**src/spi_pkg.sv**
```systemverilog
//==============================================================================
// Notes on behaviour
// RQ1 - Transfers start only with master_select at 1; slave mode is not built.
// RQ2 - bit_order_sel 0 shifts MSB first, 1 shifts LSB first, both directions.
// RQ3 - shift_enable 0 keeps the shifter idle; 1 shifts while TX data waits.
// RQ4 - With irq_enable 1 the interrupt is asserted while TX FIFO is empty.
// RQ5 - host_irq_n is active low.
// RQ6 - Separate 32-byte FIFOs for transmit and receive.
// RQ7 - Each FIFO is 32 by 8 with 6-bit read and write pointers.
// RQ8 - Empty when pointers match in low five bits and in top bit.
// RQ9 - Full when low five bits match and top bits differ.
// RQ10 - Host reads tx_full_flag, rx_empty_flag, rx_full_flag, each 1 while true.
// RQ11 - transfer_done_flag reads 1 once the transmit FIFO has been emptied; here it also needs the FSM back in ST_IDLE.
// RQ12 - A select_mask bit at 0 enables its chip select during a transfer.
// RQ13 - Software should select only one peripheral at a time.
// RQ14 - Up to four active-low chip selects driven without host action.
// RQ15 - Bit rate is the system clock prescaled by 2 up to 256.
// RQ16 - Three-bit rate_select picks the programmable bit rate.
// RQ17 - sck_idle_level and sck_phase follow standard SPI mode conventions.
// RQ18 - Selects: ctrl_a, ctrl_b, data; host_sel_spare is ignored.
// RQ19 - Data write pushes TX FIFO; data read pops RX FIFO.
// RQ20 - Reset by sys_reset_n, active low.
// RQ21 - FSM updates only on prescaler carry, counter ORed with rate mask.
// RQ22 - Non-empty TX FIFO: capture settings, shift byte via stepping bit index.
// RQ23 - Receiver shifts MISO at transmitter rate; eight bits written to RX FIFO.
// RQ24 - Transmitter FSM makes SCK and enables chip selects and sampling.
// RQ25 - Writes when TX full dropped; reads when RX empty keep pointer.
// RQ26 - Eight bits per byte; select held across burst, released when drained.
package spi_pkg;

    //==========================================================================
    // Sizes
    localparam int DATA_W  = 8;
    localparam int ADDR_W  = 5;
    localparam int PTR_W   = 6;
    localparam int DEPTH   = 32;
    localparam int NUM_CS  = 4;
    localparam int RATE_W  = 3;
    localparam int PRESC_W = 7;

    localparam logic [PRESC_W-1:0] PRESC_FULL_MASK = 7'h7F;

    //==========================================================================
    // Control A fields
    localparam int CA_IRQ_EN_POS   = 7;
    localparam int CA_SHIFT_EN_POS = 6;
    localparam int CA_ORDER_POS    = 5;
    localparam int CA_MASTER_POS   = 4;
    localparam int CA_IDLE_POS     = 3;
    localparam int CA_PHASE_POS    = 2;
    localparam logic [7:0] CA_RD_MASK  = 8'hFC;
    localparam logic [7:0] CTRL_A_RST  = 8'h10;

    //==========================================================================
    // Control B fields, status on read
    localparam int CB_MASK_LSB    = 4;
    localparam int CB_RATE_LSB    = 0;
    localparam int SB_DONE_POS    = 7;
    localparam int SB_TX_FULL_POS = 6;
    localparam int SB_RX_EMPTY_POS = 5;
    localparam int SB_RX_FULL_POS = 4;
    localparam logic [7:0] CTRL_B_RST = 8'hF7;

    localparam logic [NUM_CS-1:0] CS_ALL_OFF = 4'hF;
    localparam logic [2:0]        BIT_LAST   = 3'h7;
    localparam logic [2:0]        BIT_FIRST  = 3'h0;

    //==========================================================================
    // Types
    typedef enum logic [1:0] {
        ST_IDLE  = 2'b00,
        ST_SHIFT = 2'b01,
        ST_TAIL  = 2'b10
    } tx_state_t;

    typedef struct packed {
        logic [PTR_W-1:0]  wr_ptr;
        logic [PTR_W-1:0]  rd_ptr;
        logic [DATA_W-1:0] rd_data;
    } fifo_state_t;

    typedef struct packed {
        logic [7:0]         ctrl_a;
        logic [7:0]         ctrl_b;
        logic [7:0]         host_dout;
        logic [PRESC_W-1:0] presc;
        tx_state_t          st;
        logic               half;
        logic [2:0]         idx;
        logic [2:0]         bit_cnt;
        logic [7:0]         tx_byte;
        logic [7:0]         rx_sr;
        logic               order;
        logic               idle;
        logic               phase;
        logic [NUM_CS-1:0]  mask;
        logic               sck;
        logic               mosi;
        logic [NUM_CS-1:0]  cs_n;
    } top_state_t;

endpackage

```
**src/spi_master_fifo.sv**
```systemverilog
`timescale 1ns/10ps
`default_nettype none
module spi_master_fifo (
    input  wire logic                      CLK_IN,
    input  wire logic                      RST_B_IN,
    input  wire logic [7:0]                HOST_DATA_IN,
    output logic      [7:0]                HOST_DATA_OUT,
    input  wire logic                      HOST_READ_STROBE_IN,
    input  wire logic                      HOST_WRITE_STROBE_IN,
    input  wire logic                      HOST_SEL_CTRL_A_IN,
    input  wire logic                      HOST_SEL_CTRL_B_IN,
    input  wire logic                      HOST_SEL_DATA_IN,
    input  wire logic                      HOST_SEL_SPARE_IN,
    output logic                           HOST_IRQ_N_OUT,
    output logic                           TX_FULL_FLAG_OUT,
    output logic                           RX_EMPTY_FLAG_OUT,
    output logic                           RX_FULL_FLAG_OUT,
    output logic                           TRANSFER_DONE_FLAG_OUT,
    output logic                           SCK_OUT,
    output logic                           MOSI_OUT,
    input  wire logic                      MISO_IN,
    output logic      [spi_pkg::NUM_CS-1:0] SPI_CS_N_OUT
);

    spi_pkg::top_state_t q;
    spi_pkg::top_state_t d;

    logic       irq_enable;
    logic       shift_enable;
    logic       bit_order_sel;
    logic       master_select;
    logic       sck_idle_level;
    logic       sck_phase;
    logic [3:0] select_mask;
    logic [2:0] rate_select;

    logic       tx_push;
    logic       tx_pop;
    logic [7:0] tx_head;
    logic       tx_empty;
    logic       tx_full;
    logic       rx_push;
    logic       rx_pop;
    logic [7:0] rx_byte;
    logic [7:0] rx_head;
    logic       rx_empty;
    logic       rx_full;
    logic       presc_tick;
    logic       start_ok;
    logic       leading;
    logic       sample;
    logic [7:0] rx_word;
    logic [7:0] status;

    //==========================================================================
    // Helpers
    function automatic logic [spi_pkg::PRESC_W-1:0] rate_mask(input logic [2:0] r);
        rate_mask = spi_pkg::PRESC_FULL_MASK >> r;                         // [RQ15] [RQ16]
    endfunction

    function automatic logic [7:0] reverse8(input logic [7:0] v);
        for (int i = 0; i < 8; i++) begin
            reverse8[i] = v[7-i];
        end
    endfunction

    // Start of a byte: latch settings, pick first bit
    function automatic spi_pkg::top_state_t load_byte(input spi_pkg::top_state_t s,
                                                      input logic [7:0] b);
        load_byte         = s;
        load_byte.st      = spi_pkg::ST_SHIFT;
        load_byte.half    = 1'b0;
        load_byte.tx_byte = b;
        load_byte.order   = s.ctrl_a[spi_pkg::CA_ORDER_POS];
        load_byte.idle    = s.ctrl_a[spi_pkg::CA_IDLE_POS];
        load_byte.phase   = s.ctrl_a[spi_pkg::CA_PHASE_POS];
        load_byte.mask    = s.ctrl_b[spi_pkg::CB_MASK_LSB +: spi_pkg::NUM_CS];
        load_byte.cs_n    = load_byte.mask;                                // [RQ12] [RQ14]
        load_byte.idx     = load_byte.order ? spi_pkg::BIT_FIRST : spi_pkg::BIT_LAST;
        load_byte.bit_cnt = spi_pkg::BIT_FIRST;
        load_byte.mosi    = b[load_byte.idx];
        load_byte.sck     = load_byte.idle;
    endfunction

    //==========================================================================
    // Control fields
    assign irq_enable     = q.ctrl_a[spi_pkg::CA_IRQ_EN_POS];
    assign shift_enable   = q.ctrl_a[spi_pkg::CA_SHIFT_EN_POS];
    assign bit_order_sel  = q.ctrl_a[spi_pkg::CA_ORDER_POS];
    assign master_select  = q.ctrl_a[spi_pkg::CA_MASTER_POS];
    assign sck_idle_level = q.ctrl_a[spi_pkg::CA_IDLE_POS];
    assign sck_phase      = q.ctrl_a[spi_pkg::CA_PHASE_POS];
    assign select_mask    = q.ctrl_b[spi_pkg::CB_MASK_LSB +: spi_pkg::NUM_CS];
    assign rate_select    = q.ctrl_b[spi_pkg::CB_RATE_LSB +: spi_pkg::RATE_W];

    //==========================================================================
    // FIFOs
    assign tx_push = HOST_WRITE_STROBE_IN && HOST_SEL_DATA_IN;             // [RQ19]
    assign rx_pop  = HOST_READ_STROBE_IN && HOST_SEL_DATA_IN;              // [RQ19]

    spi_fifo tx_fifo (                                                     // [RQ6]
        .clk_in      (CLK_IN),
        .rst_b_in    (RST_B_IN),
        .wr_en_in    (tx_push),
        .wr_data_in  (HOST_DATA_IN),
        .rd_en_in    (tx_pop),
        .rd_data_out (tx_head),
        .empty_out   (tx_empty),
        .full_out    (tx_full)
    );

    spi_fifo rx_fifo (                                                     // [RQ6]
        .clk_in      (CLK_IN),
        .rst_b_in    (RST_B_IN),
        .wr_en_in    (rx_push),
        .wr_data_in  (rx_byte),
        .rd_en_in    (rx_pop),
        .rd_data_out (rx_head),
        .empty_out   (rx_empty),
        .full_out    (rx_full)
    );

    //==========================================================================
    // Status and interrupt
    assign TX_FULL_FLAG_OUT       = tx_full;                               // [RQ10]
    assign RX_EMPTY_FLAG_OUT      = rx_empty;                              // [RQ10]
    assign RX_FULL_FLAG_OUT       = rx_full;                               // [RQ10]
    assign TRANSFER_DONE_FLAG_OUT = tx_empty && (q.st == spi_pkg::ST_IDLE); // [RQ11]
    assign HOST_IRQ_N_OUT         = !(irq_enable && tx_empty);             // [RQ4] [RQ5]

    always_comb begin
        status = {5'h00, rate_select};
        status[spi_pkg::SB_DONE_POS]     = TRANSFER_DONE_FLAG_OUT;
        status[spi_pkg::SB_TX_FULL_POS]  = tx_full;
        status[spi_pkg::SB_RX_EMPTY_POS] = rx_empty;
        status[spi_pkg::SB_RX_FULL_POS]  = rx_full;
    end

    //==========================================================================
    // Host data and serial outputs
    assign HOST_DATA_OUT = q.host_dout;
    assign SCK_OUT       = q.sck;
    assign MOSI_OUT      = q.mosi;
    assign SPI_CS_N_OUT  = q.cs_n;

    assign start_ok = shift_enable && master_select && !tx_empty;          // [RQ1] [RQ3]
    assign leading  = !q.half;
    assign sample   = (leading ^ q.phase) && (q.st == spi_pkg::ST_SHIFT);  // [RQ17]
    assign rx_word  = {q.rx_sr[6:0], MISO_IN};
    assign rx_byte  = q.order ? reverse8(rx_word) : rx_word;               // [RQ2] [RQ23]

    //==========================================================================
    // Next state
    always_comb begin
        d      = q;
        tx_pop = 1'b0;
        // Carry out of the ORed counter is the FSM enable
        {presc_tick, d.presc} = 8'({1'b0, q.presc | rate_mask(rate_select)}) + 8'h01; // [RQ21]

        // Host side; host_sel_spare plays no part
        if (HOST_WRITE_STROBE_IN) begin                                    // [RQ18]
            if (HOST_SEL_CTRL_A_IN) begin
                d.ctrl_a = HOST_DATA_IN;
            end else if (HOST_SEL_CTRL_B_IN) begin
                d.ctrl_b = HOST_DATA_IN;
            end
        end
        if (HOST_READ_STROBE_IN) begin                                     // [RQ18]
            if (HOST_SEL_CTRL_A_IN) begin
                d.host_dout = q.ctrl_a & spi_pkg::CA_RD_MASK;
            end else if (HOST_SEL_CTRL_B_IN) begin
                d.host_dout = status;
            end else if (HOST_SEL_DATA_IN) begin
                d.host_dout = rx_head;                                     // [RQ19]
            end
        end

        if (presc_tick) begin                                              // [RQ21]
            unique case (q.st)
                spi_pkg::ST_IDLE: begin
                    d.sck  = sck_idle_level;
                    d.cs_n = spi_pkg::CS_ALL_OFF;
                    if (start_ok) begin                                    // [RQ22]
                        d      = load_byte(d, tx_head);
                        tx_pop = 1'b1;
                    end
                end
                spi_pkg::ST_SHIFT: begin
                    d.half = !q.half;
                    d.sck  = !q.sck;                                       // [RQ24]
                    if (sample) begin
                        d.rx_sr = rx_word;                                 // [RQ23]
                    end
                    if (leading) begin
                        if (q.phase) begin
                            d.mosi = q.tx_byte[q.idx];                     // [RQ17]
                        end
                    end else begin
                        d.idx     = q.order ? q.idx + 3'h1 : q.idx - 3'h1; // [RQ2] [RQ22]
                        d.bit_cnt = q.bit_cnt + 3'h1;
                        if (!q.phase) begin
                            d.mosi = q.tx_byte[d.idx];
                        end
                        if (q.bit_cnt == spi_pkg::BIT_LAST) begin          // [RQ26]
                            if (start_ok) begin
                                d      = load_byte(d, tx_head);
                                d.cs_n = q.cs_n;                           // [RQ26]
                                d.mask = q.mask;
                                tx_pop = 1'b1;
                            end else begin
                                d.st = spi_pkg::ST_TAIL;
                            end
                        end
                    end
                end
                spi_pkg::ST_TAIL: begin
                    d.cs_n = spi_pkg::CS_ALL_OFF;                          // [RQ26]
                    d.st   = spi_pkg::ST_IDLE;
                end
                default: begin
                    d.st   = spi_pkg::ST_IDLE;
                    d.cs_n = spi_pkg::CS_ALL_OFF;
                end
            endcase
        end
    end

    assign rx_push = presc_tick && sample && (q.bit_cnt == spi_pkg::BIT_LAST); // [RQ23]

    //==========================================================================
    // State register
    always_ff @(posedge CLK_IN or negedge RST_B_IN) begin
        if (!RST_B_IN) begin                                               // [RQ20]
            q        <= '0;
            q.ctrl_a <= spi_pkg::CTRL_A_RST;
            q.ctrl_b <= spi_pkg::CTRL_B_RST;
            q.mask   <= spi_pkg::CS_ALL_OFF;
            q.cs_n   <= spi_pkg::CS_ALL_OFF;
        end else begin
            q <= d;
        end
    end

    //==========================================================================
    // Checks
    irq_level_a: assert property (@(posedge CLK_IN) disable iff (!RST_B_IN) // [RQ4]
        (!HOST_IRQ_N_OUT) == (irq_enable && tx_empty))
        else $error("interrupt does not follow enable and TX empty");
    cs_idle_a: assert property (@(posedge CLK_IN) disable iff (!RST_B_IN) // [RQ14]
        (q.st == spi_pkg::ST_IDLE) |-> (SPI_CS_N_OUT == spi_pkg::CS_ALL_OFF))
        else $error("chip select active while idle");
    cs_mask_a: assert property (@(posedge CLK_IN) disable iff (!RST_B_IN) // [RQ12]
        (q.st == spi_pkg::ST_SHIFT) |-> (SPI_CS_N_OUT == q.mask))
        else $error("chip selects differ from latched mask");
    no_start_a: assert property (@(posedge CLK_IN) disable iff (!RST_B_IN) // [RQ3]
        (q.st == spi_pkg::ST_IDLE) && !(shift_enable && master_select)
        |=> (q.st == spi_pkg::ST_IDLE))
        else $error("transfer began while disabled");
    tick_gate_a: assert property (@(posedge CLK_IN) disable iff (!RST_B_IN) // [RQ21]
        !presc_tick |=> $stable(q.st) && $stable(q.sck) && $stable(q.bit_cnt))
        else $error("FSM moved without prescaler enable");
    fast_rate_a: assert property (@(posedge CLK_IN) disable iff (!RST_B_IN) // [RQ15]
        (rate_select == 3'h0) |-> presc_tick)
        else $error("fastest rate missed an enable");
    sck_idle_a: assert property (@(posedge CLK_IN) disable iff (!RST_B_IN) // [RQ17]
        (q.st == spi_pkg::ST_IDLE) && $past(q.st == spi_pkg::ST_IDLE)
        && $past(presc_tick) |-> (SCK_OUT == $past(sck_idle_level)))
        else $error("SCK not at idle level");
    byte_len_a: assert property (@(posedge CLK_IN) disable iff (!RST_B_IN) // [RQ26]
        tx_pop ##1 (!tx_pop)[*1] |-> (q.bit_cnt == spi_pkg::BIT_FIRST))
        else $error("byte did not start at bit zero");
    rx_push_a: assert property (@(posedge CLK_IN) disable iff (!RST_B_IN) // [RQ23]
        rx_push && !rx_full |=> !rx_empty)
        else $error("received byte not written to receive FIFO");

    burst_c: cover property (@(posedge CLK_IN) disable iff (!RST_B_IN)
        (q.st == spi_pkg::ST_SHIFT) && tx_pop);
    lsb_c: cover property (@(posedge CLK_IN) disable iff (!RST_B_IN)
        rx_push && q.order && q.phase);
    tx_full_c: cover property (@(posedge CLK_IN) disable iff (!RST_B_IN)
        tx_full && tx_push);

endmodule
`default_nettype wire

```
**src/spi_fifo.sv**
```systemverilog
`timescale 1ns/10ps
`default_nettype none
module spi_fifo (
    input  wire logic                      clk_in,
    input  wire logic                      rst_b_in,
    input  wire logic                      wr_en_in,
    input  wire logic [spi_pkg::DATA_W-1:0] wr_data_in,
    input  wire logic                      rd_en_in,
    output logic      [spi_pkg::DATA_W-1:0] rd_data_out,
    output logic                           empty_out,
    output logic                           full_out
);

    spi_pkg::fifo_state_t q;
    spi_pkg::fifo_state_t d;
    logic [spi_pkg::DATA_W-1:0] mem [spi_pkg::DEPTH];
    logic                       push;
    logic                       pop;

    //==========================================================================
    // Flags from extended pointers
    assign empty_out = (q.wr_ptr == q.rd_ptr);                            // [RQ8]
    assign full_out  = (q.wr_ptr[spi_pkg::ADDR_W-1:0] == q.rd_ptr[spi_pkg::ADDR_W-1:0])
                     && (q.wr_ptr[spi_pkg::ADDR_W] != q.rd_ptr[spi_pkg::ADDR_W]); // [RQ9]
    assign rd_data_out = q.rd_data;

    always_comb begin
        d    = q;
        push = wr_en_in && !full_out;                                      // [RQ25]
        pop  = rd_en_in && !empty_out;                                     // [RQ25]
        d.wr_ptr = q.wr_ptr + spi_pkg::PTR_W'(push);                       // [RQ7]
        d.rd_ptr = q.rd_ptr + spi_pkg::PTR_W'(pop);
        // Bypass so a word written to the head shows up at once
        if (push && (q.wr_ptr[spi_pkg::ADDR_W-1:0] == d.rd_ptr[spi_pkg::ADDR_W-1:0])) begin
            d.rd_data = wr_data_in;
        end else begin
            d.rd_data = mem[d.rd_ptr[spi_pkg::ADDR_W-1:0]];
        end
    end

    always_ff @(posedge clk_in) begin
        if (push) begin
            mem[q.wr_ptr[spi_pkg::ADDR_W-1:0]] <= wr_data_in;
        end
    end

    always_ff @(posedge clk_in or negedge rst_b_in) begin
        if (!rst_b_in) begin
            q <= '0;
        end else begin
            q <= d;
        end
    end

    //==========================================================================
    // Checks
    full_hold_a: assert property (@(posedge clk_in) disable iff (!rst_b_in) // [RQ25]
        full_out && wr_en_in && !rd_en_in |=> full_out && $stable(q.wr_ptr))
        else $error("write into full FIFO moved pointer");
    empty_hold_a: assert property (@(posedge clk_in) disable iff (!rst_b_in) // [RQ8]
        empty_out && rd_en_in && !wr_en_in |=> empty_out && $stable(q.rd_ptr))
        else $error("read of empty FIFO moved pointer");
    fill_state_a: assert property (@(posedge clk_in) disable iff (!rst_b_in) // [RQ9]
        wr_en_in && !rd_en_in && empty_out |=> !empty_out && !full_out)
        else $error("single write into empty FIFO gave wrong flags");

endmodule
`default_nettype wire

```
**config.mk**
```make
export PLATFORM = sky130hd
export DESIGN_NAME = spi_master_fifo
export DESIGN_NICKNAME = d
export VERILOG_FILES = /design/src/spi_pkg.sv /design/src/spi_master_fifo.sv /design/src/spi_fifo.sv
export SDC_FILE = /design/constraint.sdc
export NUM_CORES = 1
export LEC_CHECK = 0
export CAP_MARGIN = 20
export CORE_MARGIN = 2
export CORE_UTILIZATION = 30
export CTS_CLUSTER_DIAMETER = 30
export DETAILED_ROUTE_END_ITERATION = 16
export DONT_BUFFER_PORTS = 1
export HOLD_SLACK_MARGIN = 0.06
export PLACE_DENSITY = 0.43
export SYNTH_ARGS = -nofsm -noshare
export SYNTH_HDL_FRONTEND = slang
export SYNTH_SLANG_ARGS = --single-unit
```
**constraint.sdc**
```tcl
create_clock -name CLK_IN -period 9.3 [get_ports CLK_IN]
set_input_delay 0.465 -clock CLK_IN [delete_from_list [all_inputs] [get_ports CLK_IN]]
set_output_delay 0.465 -clock CLK_IN [all_outputs]
set_load 0.01 [all_outputs]
```
Yosys cells after proc, flatten, opt, wreduce, memory -nomap -nowiden:

Memory sizes are Yosys's and may differ from the RTL's. A register that Yosys moved wholly into a read port is not among the register bits.
Cells that the tools add are included.

* register bits: 88
* memory bits (writable): 512
* input port bits: 17
* output and inout bits: 19
* logic and storage cells: 123
* memories: 2

* add/subtract/negate cells: 8
* magnitude comparators: 3
* eq/ne operators: 13
* shift-type cells: 1
* mux-type cells: 39
* bitwise gates (word level): 4
* reductions and logical operators: 34

Memories
* rx_fifo.mem: depth 32, bits a word 8, rd ports 1, clocked after Yosys merged registers in 1, write ports 1, RTL line spi_fifo.sv:16 `logic [spi_pkg::DATA_W-1:0] mem [spi_pkg::DEPTH];`
* tx_fifo.mem: depth 32, bits a word 8, rd ports 1, clocked after Yosys merged registers in 1, write ports 1, RTL line spi_fifo.sv:16

Operator list (number)
* 2-to-1 mux 38 bit: 2
* 2-to-1 mux 8 bit: 9
* case mux 32 bit (2 select lines): 1
* 2-to-1 mux 36 bit: 1
* 2-to-1 mux 33 bit: 1
* adder 6 x 1 -> 6 bit: 4
* 2-to-1 mux 16 bit: 1
* logical AND 1 bit: 15
* 2-to-1 mux 1 bit: 14
* equality test 6 bit: 2
* less-than comparator 3 x 4 -> 1 bit, second input constant: 3
* AND reduction 4 bit: 3
* equality test 5 bit: 2
* binary-select mux 1 bit (select 3 bit): 3
* zero test 1 bit: 9
* adder 7 x 1 -> 8 bit, second input constant: 1
* case mux 4 bit (2 select lines): 1
* OR 7 bit: 1
* >> shifter 7 x 3 -> 7 bit, first input constant: 1
* adder 3 x 1 -> 3 bit, second input constant: 2
* 2-to-1 mux 3 bit: 2
* inequality test 2 bit, second input constant: 3
* AND reduction 3 bit: 2
* AND reduction 6 bit: 1
* 15 further kinds: 18

Longest topological paths before layout:

Gate-level depths: netlist of the first run.

* depth after elaboration: 10
* mapped depth: 16
* mapped depth without buffers: 15

Modules after synthesis:

Synthesis of the first run repeated with hierarchy kept, for this count alone.

* cell total of the unflattened synthesis: 1540
* area, all modules: 25826.0 um^2

Modules (own cells, without submodules)
* spi_fifo (rx_fifo): instances 1, cells each 658, area an instance 11322.1 um^2, sequential area each 8187.9 um^2
* spi_fifo (tx_fifo): instances 1, cells each 559, area an instance 11109.4 um^2, sequential area each 8187.9 um^2
* spi_master_fifo: instances 1, cells each 323, area an instance 3394.5 um^2, sequential area each 1516.5 um^2

Worst setup path after synthesis of the first run:

OpenSTA, ideal clock, no wires.

* path type: register to register
* start: register q[54] in the netlist's numbering
* end: register tx_fifo.rd_data_out[1] (netlist name)
* setup time: 0.125 ns
* arrival time: 3.925 ns
* required time: 9.175 ns
* slack: 5.250 ns
* cell stages (with the launch flop): 17
* buffers on the path: 4
* period minus slack after synthesis: 4.050 ns
* path through: dfstp_2 buf_2 a21bo_2 a21oi_1 nor4_2 nand3_1 clkbuf_1 inv_1 ha_1 ha_1 clkbuf_1 clkbuf_1 mux4_2 mux2i_1 a32o_1 a221oi_1 mux2_2

RTL lines
* start, declared: RTL line spi_master_fifo.sv:25 `spi_pkg::top_state_t q;`

==> impl_metrics.tcl, run 1 <==
set metrics [dict create \
    outcome "finished, final reports clean" \
    vias 12700 \
    yosysSeqAreaShare_pct 71.5 \
    rsz0062_at_grt "no" \
    die_h_microns 293 \
    yosysWarnings 0 \
    holdWs_ns 0.0910 \
    numPortBuffers 0 \
    ios 36 \
    dr.pass1.iters 5 \
    synth-edff-count 512 \
    mappedNetlistNets 1369 \
    clock-skew-final_ns 0.0612 \
    period_needed_ns 5.65 \
    slew_viol_final 0 \
    p_leak_nw 10.7 \
    clk_pin_slew_ns 0.04 \
    numCtsBuffers 148 \
    finalSetupViolCount 0 \
    hp-class "in2reg" \
    cts.sinks 612 \
    setup.worst_path.end_class "flop" \
    power_density_nw_per_um2 347 \
    grt_antenna_before_repair 2 \
    clock_path_buffers 3 \
    period_share_pct 60.8 \
    syn_area_sq_um 25000 \
    synth_area_leaders "edfxtp_1, mux4_2, dfrtp_1" \
    ys_types 60 \
    required_ns 9.87 \
    dp_hpwl_microns 35700 \
    slew_headroom_pct 32.9 \
    hold_violations 0 \
    grt_pass1_wl_microns 89300 \
    dominantRegCellSynth "edfxtp_1" \
    cts_setup_buffers 0 \
    clk_latency_ns 0.71 \
    path_class "reg2reg" \
    via_per_inst 4.81 \
    crit_path_start_kind "flop" \
    initial_core_util_pct 30.4 \
    die_area_sq_um 85700 \
    diodes 0 \
    synthToLayoutAreaGrowth_pct 26.3 \
    cts_tree "yes" \
    synth.ff_latch_count 612 \
    fin_setup_tns_ns 0 \
    max_freq_mhz 177 \
    die_w_microns 293 \
    synth_cells 1339 \
    wirelength_microns 60100 \
    drc_errors 0 \
    place.gp.congestion 0.786 \
    drive_gt1_share_pct 31.2 \
    crit_path_max_fanout 42 \
    async_flop_share_pct 16.3 \
    htreeDepth 4 \
    cp.arrival_ns 6.23 \
    design.core.area_sq_um 82400 \
    synth_area_per_cell_sq_um 18.7 \
    wl_per_cell_microns 22.8 \
    grt_max_degree 101 \
    clockRootBuffer "clkbuf_16" \
    grt-ovfl-total 0 \
    yosys.area.top_type "edfxtp_1" \
    drtIter0Drc 776 \
    synth_top_cell_area_share_pct 61.5 \
    ant_nets 0 \
    maxCapViolCount 0 \
    tightest_slew_ns 1.00 \
    ir_drop_uv 244 \
    first_global_vias 13500 \
    nets 1469 \
    track_usage_pct 14.3 \
    rows 105 \
]
cell usage after synthesis (5+ instances only):
library cell and n:
and3_1 5, mux2i_1 33, a32o_1 8, mux2_2 55, a21oi_1 14, inv_1 16, xnor2_1 13, dfrtp_1 88
buf_4 15, dfstp_2 12, mux4_2 148, nand2_1 63, nor2b_1 10, buf_2 18, a22o_1 5, edfxtp_1 512
o22a_1 7, nand2b_1 8, nand3_1 24, or3_1 5, a221oi_1 8, nand3b_1 9, o31ai_1 5, nor2_2 8
xor2_1 26, o21ai_0 20, nor3_1 7, clkbuf_1 44, ha_1 12, nor2_1 91
flip-flops by register name, summed over array words and instances, names as in the netlist:
| name | count |
|---|---|
| rx_fifo.mem | 256 |
| tx_fifo.mem | 256 |
| q | 43 |
| rx_fifo.q | 12 |
| tx_fifo.q | 12 |
| HOST_DATA_OUT | 8 |
| rx_fifo.rd_data_out | 8 |
| tx_fifo.rd_data_out | 8 |
| SPI_CS_N_OUT | 4 |
| MOSI_OUT | 1 |
| SCK_OUT | 1 |
| bit_order_sel | 1 |
| irq_enable | 1 |
| master_select | 1 |
routing by layer:
metal | wire length [microns] | vias to the layer above | track usage [%] | share of wire [%]
met3 | 2860 | 105 | 3.48 | 4.8
met2 | 28300 | 314 | 22.4 | 47
met5 | 0 | - | 0 | 0
met4 | 1330 | 0 | 5.19 | 2.2
li1 | - | 5583 | - | -
met1 | 27600 | 6657 | 19.4 | 46
where the power goes:
| group | internal (mW) | switching [mW] | total (mW) |
|---|---|---|---|
| combinational | 1.09 | 1.25 | 2.33 |
| clock | 3.52 | 1.64 | 5.16 |
| sequential | 3.25 | 0.205 | 3.45 |
worst paths after layout:
| kind | start | endpoint | slack, ns | cells after the start |
|---|---|---|---|---|
| worst max register to register | q[54] | tx_fifo.rd_data_out[0] | 3.65 | 12 |
| worst min register to register | rx_fifo.q[19] | rx_fifo.q[19] | 0.49 | 1 |
| worst max-delay path | q[54] | tx_fifo.rd_data_out[0] | 3.65 | 12 |
| worst min-delay path | HOST_DATA_IN[7] | tx_fifo.mem[16][7] | 0.09 | 1 |
| max in group asynchronous | RST_B_IN | tx_fifo.q[12] | 8.47 | 2 |
| min in group asynchronous | RST_B_IN | q[37] | 0.35 | 2 |
area by class of cell:
class / instances / area (sq um)
fill: 7481 / 50800
tap: 1070 / 1340
timing repair buffer: 30 / 393
clock inverter: 103 / 1310
inverter: 17 / 63.8
clock buffer: 171 / 3860
sequential: 612 / 17900
multi-input combinational: 630 / 6730
cell usage in the layout (no fill, tap or decap), drive strengths merged, types with 11 or more instances in the layout:
master	netlist	routed
clkinv	0	70
bufinv	0	19
inv	17	20
a21oi	14	14
dlygate4sd3	0	11
dfrtp	88	88
mux4	148	148
ha	12	12
mux2	55	55
edfxtp	512	512
nor2	99	99
clkbuf	44	172
dfstp	12	12
mux2i	33	33
o21ai	20	20
xnor2	13	13
buf	36	18
nand3	24	24
clkinvlp	0	11
nand2	63	63
xor2	26	26
metrics by stage:
stage	total power, mW	utilization (%)	instance area (sq um)	setup WS (ns)	instances
2_1_floorplan	5.11	-	25000	5.25	1339
3_3_place_gp	5.83	31.7	26100	3.52	2337
3_5_place_dp	5.84	31.7	26100	3.48	2337
4_1_cts	11.1	38.3	31600	3.46	2631
5_1_grt	11.4	38.3	31600	3.19	2633
6_report	10.9	38.3	31600	3.65	2633
logic make-up (layout without fill, tap and decap cells):
kind of cell / Yosys count / in the layout / share of synthesized area (%)
flip-flops: 612 / 612 / 71.5
AND/OR/NAND/NOR: 246 / 246 / 4.66
multiplexers: 236 / 236 / 17.1
buffers and inverters: 97 / 321 / 1.80
AO/OA/AOI/OAI: 96 / 96 / 2.83
XOR/XNOR: 39 / 39 / 1.37
adder cells (fa/ha/maj): 13 / 13 / 0.680
critical path: stages, from the launching register on:
cell and delay [ns]:
dfstp_2 0.43, or3b_1 0.40, o311a_4 0.16, nor4_2 0.56, nand3_1 0.77, inv_1 0.29, ha_4 0.74, buf_4 0.62
mux4_2 0.57, mux2i_1 0.30, a32o_1 0.20, a221oi_1 0.08, mux2_2 0.33
what timing repair did:
action | in CTS | in global routing
hold buffers | 20 | 0
resized for setup | 0 | 0
hold endpoints to repair | 386 | 0
Note: power is estimated with default switching activity, not from simulation.
==> inputs of run 2 (changes only) <==
--- a/config.mk
+++ b/config.mk
@@ -5,6 +5,7 @@
 export SDC_FILE = /design/constraint.sdc
 export NUM_CORES = 1
 export LEC_CHECK = 0
+export ABC_AREA = 1
 export CAP_MARGIN = 20
 export CORE_MARGIN = 2
 export CORE_UTILIZATION = 30
@@ -12,7 +13,7 @@
 export DETAILED_ROUTE_END_ITERATION = 16
 export DONT_BUFFER_PORTS = 1
 export HOLD_SLACK_MARGIN = 0.06
-export PLACE_DENSITY = 0.43
+export PLACE_DENSITY = 0.44
 export SYNTH_ARGS = -nofsm -noshare
 export SYNTH_HDL_FRONTEND = slang
 export SYNTH_SLANG_ARGS = --single-unit
==> constraint.sdc (replaced) <==
create_clock -name CLK_IN -period 4.7 [get_ports CLK_IN]
set_input_delay 0.235 -clock CLK_IN [delete_from_list [all_inputs] [get_ports CLK_IN]]
set_output_delay 0.235 -clock CLK_IN [all_outputs]
set_load 0.01 [all_outputs]
==> impl_metrics.tcl, run 2 <==
set metrics [dict create \
    slew_headroom_pct 25.7 \
    path_class "reg2reg" \
    wl_met3_microns 4240 \
    clk_pin_slew_ns 0.04 \
    yosysWarnings 0 \
    dp_hpwl_microns 40200 \
    cts.sinks 612 \
    synth_top_cell_area_share_pct 59.8 \
    setup.worst_path.end_class "flop" \
    drc_errors 0 \
    cp_top_family "simple AND/OR/NAND/NOR gates" \
    rows 107 \
    synth_area_per_cell_sq_um 11.4 \
    crit_path_max_fanout 57 \
    clock_path_buffers 3 \
    yosysSeqAreaShare_pct 69.6 \
    ir_drop_uv 366 \
    required_ns 5.27 \
    rsz0062_at_grt "no" \
    tightest_slew_ns 1.11 \
    period_share_pct 87.2 \
    vias 17100 \
    max_freq_mhz 244 \
    ys_types 42 \
    top_layer_used "met4" \
    wirelength_microns 69000 \
    drive_gt1_share_pct 12.9 \
    ctsResizeCount 0 \
    hp-class "in2async" \
    place.gp.congestion 0.852 \
    hold_violations 0 \
    clockRootBuffer "clkbuf_16" \
    maxCapViolCount 0 \
    crit_path_start_kind "flop" \
    syn_area_sq_um 25700 \
    crit_start "tx_fifo.q[17]" \
    crit_slowest_cell "ha_4" \
    synth_cells 2257 \
    grt_antenna_before_repair 1 \
    final_cell_mix "edfxtp_1, nor2_1, o21ai_0" \
    nets 2374 \
    numPortBuffers 0 \
    yosys.area.top_type "edfxtp_1" \
    die_w_microns 297 \
    n_fill_cell 8183 \
    drtIter0Drc 1269 \
    grt-ovfl-total 0 \
    grt_max_degree 131 \
    synthToLayoutAreaGrowth_pct 24.1 \
    via_per_inst 4.76 \
    reg2reg_from "tx_fifo.q[17]" \
    register_area_sq_um 17900 \
    htreeDepth 4 \
    ant_nets 0 \
    cp.arrival_ns 4.67 \
    met2_length_microns 32200 \
    fin_setup_tns_ns 0 \
    ios 36 \
    first_global_vias 17200 \
    cts_tree "yes" \
    power_density_nw_per_um2 600 \
    synth.ff_latch_count 612 \
    placed_cell_area_sq_um 27100 \
    multiInputGateArea_sq_um 7030 \
    numCtsBuffers 132 \
    design.core.area_sq_um 85000 \
    initial_core_util_pct 30.2 \
    async_flop_share_pct 16.3 \
    slew_viol_final 0 \
    synth_area_leaders "edfxtp_1, dfrtp_1, nor2_1" \
    cts_hold_buf 24 \
    track_usage_pct 15.8 \
    final_common_cell "edfxtp_1" \
    synth-edff-count 512 \
    finalSetupViolCount 0 \
    cts_setup_buffers 0 \
    dominantRegCellSynth "edfxtp_1" \
    synth_most_common_cell "edfxtp_1" \
    cpPeakStageDelay_ns 0.69 \
    grt_pass1_wl_microns 104000 \
    clk_latency_ns 0.69 \
    die_area_sq_um 88000 \
    netlist_top_cells_count "edfxtp_1, nor2_1, o21ai_0" \
    clock-skew-final_ns 0.0271 \
    mappedNetlistNets 2287 \
    die_h_microns 297 \
    p_leak_nw 11.4 \
    critPathBufInv 4 \
    dr.pass1.iters 5 \
    crit_chain "inv_1 -> nand2_1 -> nand2_1 -> nor2_1 -> nand3_2 -> nand2_2 -> inv_2 -> nand3_2 -> inv_2 -> ha_4 -> ha_4 -> buf_4 -> nor2_1 -> o21ai_0 -> o211ai_1 -> nand3_1 -> nand3_1 -> nand3_1 -> nand2_1" \
    fin_area_sq_um 31900 \
    period_needed_ns 4.10 \
    wl_per_cell_microns 19.2 \
    met1Wirelength_microns 31000 \
    outcome "finished, final reports clean" \
]
==> run 2: cell types whose count changed after synthesis, sizes merged, moves of 10 or more <==
cell    before  now
nand2       63  207
o211ai       1  106
mux4       148    0
mux2i       33    0
clkbuf      44   78
nand3       24  202
o21ai       20  300
buf         36   49
mux2        55    4
nor2b       10    0
inv         17   91
nor2        99  514
==> run 2: stage by stage <==
step / hold WS (ns) / cells / power (mW) / util, % / setup WS (ns)
2_1_floorplan: -0.0606 / 2257 / 9.04 / - / 1.50
3_3_place_gp: -0.0576 / 3325 / 10.2 / 31.9 / 0.710
3_5_place_dp: -0.0576 / 3325 / 10.3 / 31.9 / 0.625
4_1_cts: 0.0647 / 3589 / 19.4 / 37.4 / 0.617
5_1_grt: 0.128 / 3596 / 20.1 / 37.5 / 0.239
6_report: 0.144 / 3596 / 19.1 / 37.5 / 0.601
==> run 2: worst paths after layout <==
path,to,slack [ns],cells after the start
setup / recovery,tx_fifo.rd_data_out[2],0.60,19
hold / removal,q[39],0.14,2
setup reg to reg,tx_fifo.rd_data_out[2],0.60,19
hold reg to reg,q[38],0.44,1
max in group asynchronous,q[57],4.13,2
min in group CLK_IN,MOSI_OUT,0.15,7
==> run 2: logic make-up after synthesis <==
| family | Yosys count | share of synthesized area, % |
|---|---|---|
| compound gates | 438 | 9.76 |
| buf+inv | 220 | 3.51 |
| xor+xnor | 30 | 1.11 |
| mux | 4 | 0.175 |
| flops | 612 | 69.6 |
| fa+ha+maj | 13 | 0.662 |
| simple gates | 940 | 15.1 |
==> run 2: final cells by class <==
class | instances | share of cell area (%)
Antenna cell | 2 | 0.0157
Clock inverter | 72 | 2.33
Timing Repair Buffer | 80 | 2.59
Clock buffer | 168 | 11.3
Tap cell | 1144 | 4.49
Multi-Input combinational cell | 1425 | 22.1
Sequential cell | 612 | 56.1
Inverter | 93 | 1.10
==> run 2: per-layer routing <==
metal	up-vias	global-route usage [%]
met1	8376	21.0
met5	-	0
met2	417	24.9
li1	8200	-
met3	107	4.32
met4	0	5.40
==> run 2: report_power, final <==
part           internal [mW]  total (mW)  switching, mW
Clock                   6.04        8.91           2.87
Combinational           1.04        3.55           2.51
Sequential              6.45        6.67          0.228
==> inputs of run 3 (changes only) <==
--- a/config.mk
+++ b/config.mk
@@ -7,6 +7,7 @@
 export LEC_CHECK = 0
 export ABC_AREA = 1
 export CAP_MARGIN = 20
+export CORE_ASPECT_RATIO = 0.75
 export CORE_MARGIN = 2
 export CORE_UTILIZATION = 30
 export CTS_CLUSTER_DIAMETER = 30
==> impl_metrics.tcl, run 3 (synthesized netlist as in run 2, its figures left out) <==
set metrics [dict create \
    cp.arrival_ns 4.59 \
    cts.sinks 612 \
    met2_usage_pct 22.3 \
    rsz0062_at_grt "no" \
    clockRootBuffer "clkbuf_16" \
    initial_core_util_pct 30.4 \
    outcome "finished, final reports clean" \
    ant_nets 0 \
    dp.cells 3315 \
    fin_setup_tns_ns 0 \
    grt-ovfl-total 0 \
    slew_headroom_pct 24.3 \
    dr.pass1.iters 5 \
    clk_pin_slew_ns 0.04 \
    placed_cell_area_sq_um 27200 \
    period_needed_ns 4.01 \
    track_usage_pct 15.6 \
    tightest_slew_ns 1.13 \
    met1_usage_pct 22.4 \
    drtIter0Drc 1417 \
    cts_tree "yes" \
    cts_hold_buf 26 \
    finalSetupViolCount 0 \
    hold_violations 0 \
    period_share_pct 85.3 \
    drive_gt1_share_pct 13.7 \
    htreeDepth 4 \
    slew_viol_final 0 \
    ir_drop_uv 638 \
    use_met3_pct 4.66 \
    p_leak_nw 11.6 \
    setup.worst_path.end_class "flop" \
    top_usage_layer "met1" \
    final_common_cell "edfxtp_1" \
    clock_path_buffers 3 \
    rows 92 \
    rrSetupSlack_ns 0.69 \
    reg2regPathDepth 18 \
    numCtsBuffers 140 \
    ctsResizeCount 0 \
    required_ns 5.28 \
    place.gp.congestion 0.828 \
    timing.final.ws_setup_ns 0.692 \
    grt_antenna_before_repair 1 \
    path_class "reg2reg" \
    numPortBuffers 0 \
    drc_errors 0 \
    grt_max_degree 131 \
    wl_per_cell_microns 18.9 \
    first_global_vias 17500 \
    die_h_microns 257 \
    cts_setup_buffers 0 \
    power_density_nw_per_um2 617 \
    fin_cells 3598 \
    dp_hpwl_microns 39700 \
    ios 36 \
    via_per_inst 4.84 \
    nets 2385 \
    max_freq_mhz 249 \
    crit_path_max_fanout 130 \
    clock-skew-final_ns 0.0218 \
    hp-class "in2async" \
    final_cell_mix "edfxtp_1, nor2_1, o21ai_0" \
    vias 17400 \
    synthToLayoutAreaGrowth_pct 26.0 \
    wirelength_microns 68100 \
    die_w_microns 342 \
    design.core.area_sq_um 84500 \
    pre_cts_ws_ns 0.661 \
    maxCapViolCount 0 \
    grt_pass1_wl_microns 105000 \
    crit_path_start_kind "flop" \
    fin_area_sq_um 32400 \
    die_area_sq_um 88000 \
    clk_latency_ns 0.70 \
]
-- run 3: where the power goes --
group / switching [mW] / internal (mW)
logic: 2.42 / 1.03
clock network: 3.07 / 6.75
registers: 0.274 / 6.45
total: 5.76 / 14.2
-- run 3: worst max-delay path, cell delays in order (launching register included) --
cell and delay, ns:
dfrtp_1 0.54, inv_1 0.21, nand2_1 0.10, nand2_1 0.05, nor2_1 0.23, nand3_2 0.27, nand2_2 0.19, inv_2 0.07
nand3_2 0.11, inv_2 0.16, ha_4 0.34, buf_12 0.40, nand2_1 0.10, a22oi_1 0.23, nand3_1 0.12, nor2_2 0.33
nand3_2 0.24, nand3_1 0.13, nand2_1 0.07
-- run 3: layout make-up --
type	instances	area, sq um
Clock inverter	82	1190
Fill cell	8075	52100
Multi-Input combinational cell	1425	6990
Antenna cell	4	10.0
Clock buffer	171	3650
Inverter	93	350
Tap cell	1128	1410
Timing Repair Buffer	83	886
Sequential cell	612	17900
-- run 3: routing by layer --
metal / wire, microns / vias to the layer above / part of all wire, %
met2: 29200 / 445 / 43
li1: - / 8234 / -
met1: 32900 / 8608 / 48
met3: 4620 / 109 / 6.8
met4: 1370 / 2 / 2.0
met5: 13 / - / 0.019
-- run 3: final timing paths --
path | from | endpoint
hold / removal | RST_B_IN | HOST_DATA_OUT[0]
setup reg to reg | tx_fifo.q[16] | tx_fifo.rd_data_out[5]
max in group asynchronous | RST_B_IN | rx_fifo.q[17]
setup / recovery | tx_fifo.q[16] | tx_fifo.rd_data_out[5]
min in group CLK_IN | MISO_IN | rx_fifo.mem[24][7]
hold reg to reg | q[38] | q[38]
-- run 3: stage by stage --
| stage | util (%) | hold WS [ns] | power, mW |
|---|---|---|---|
| 3_5_place_dp | 32.2 | -0.0527 | 10.2 |
| 2_1_floorplan | - | -0.0606 | 9.04 |
| 4_1_cts | 38.3 | 0.0772 | 20.2 |
| 3_3_place_gp | 32.2 | -0.0530 | 10.2 |
| 6_report | 38.3 | 0.106 | 20.0 |
| 5_1_grt | 38.3 | 0.0978 | 21.0 |
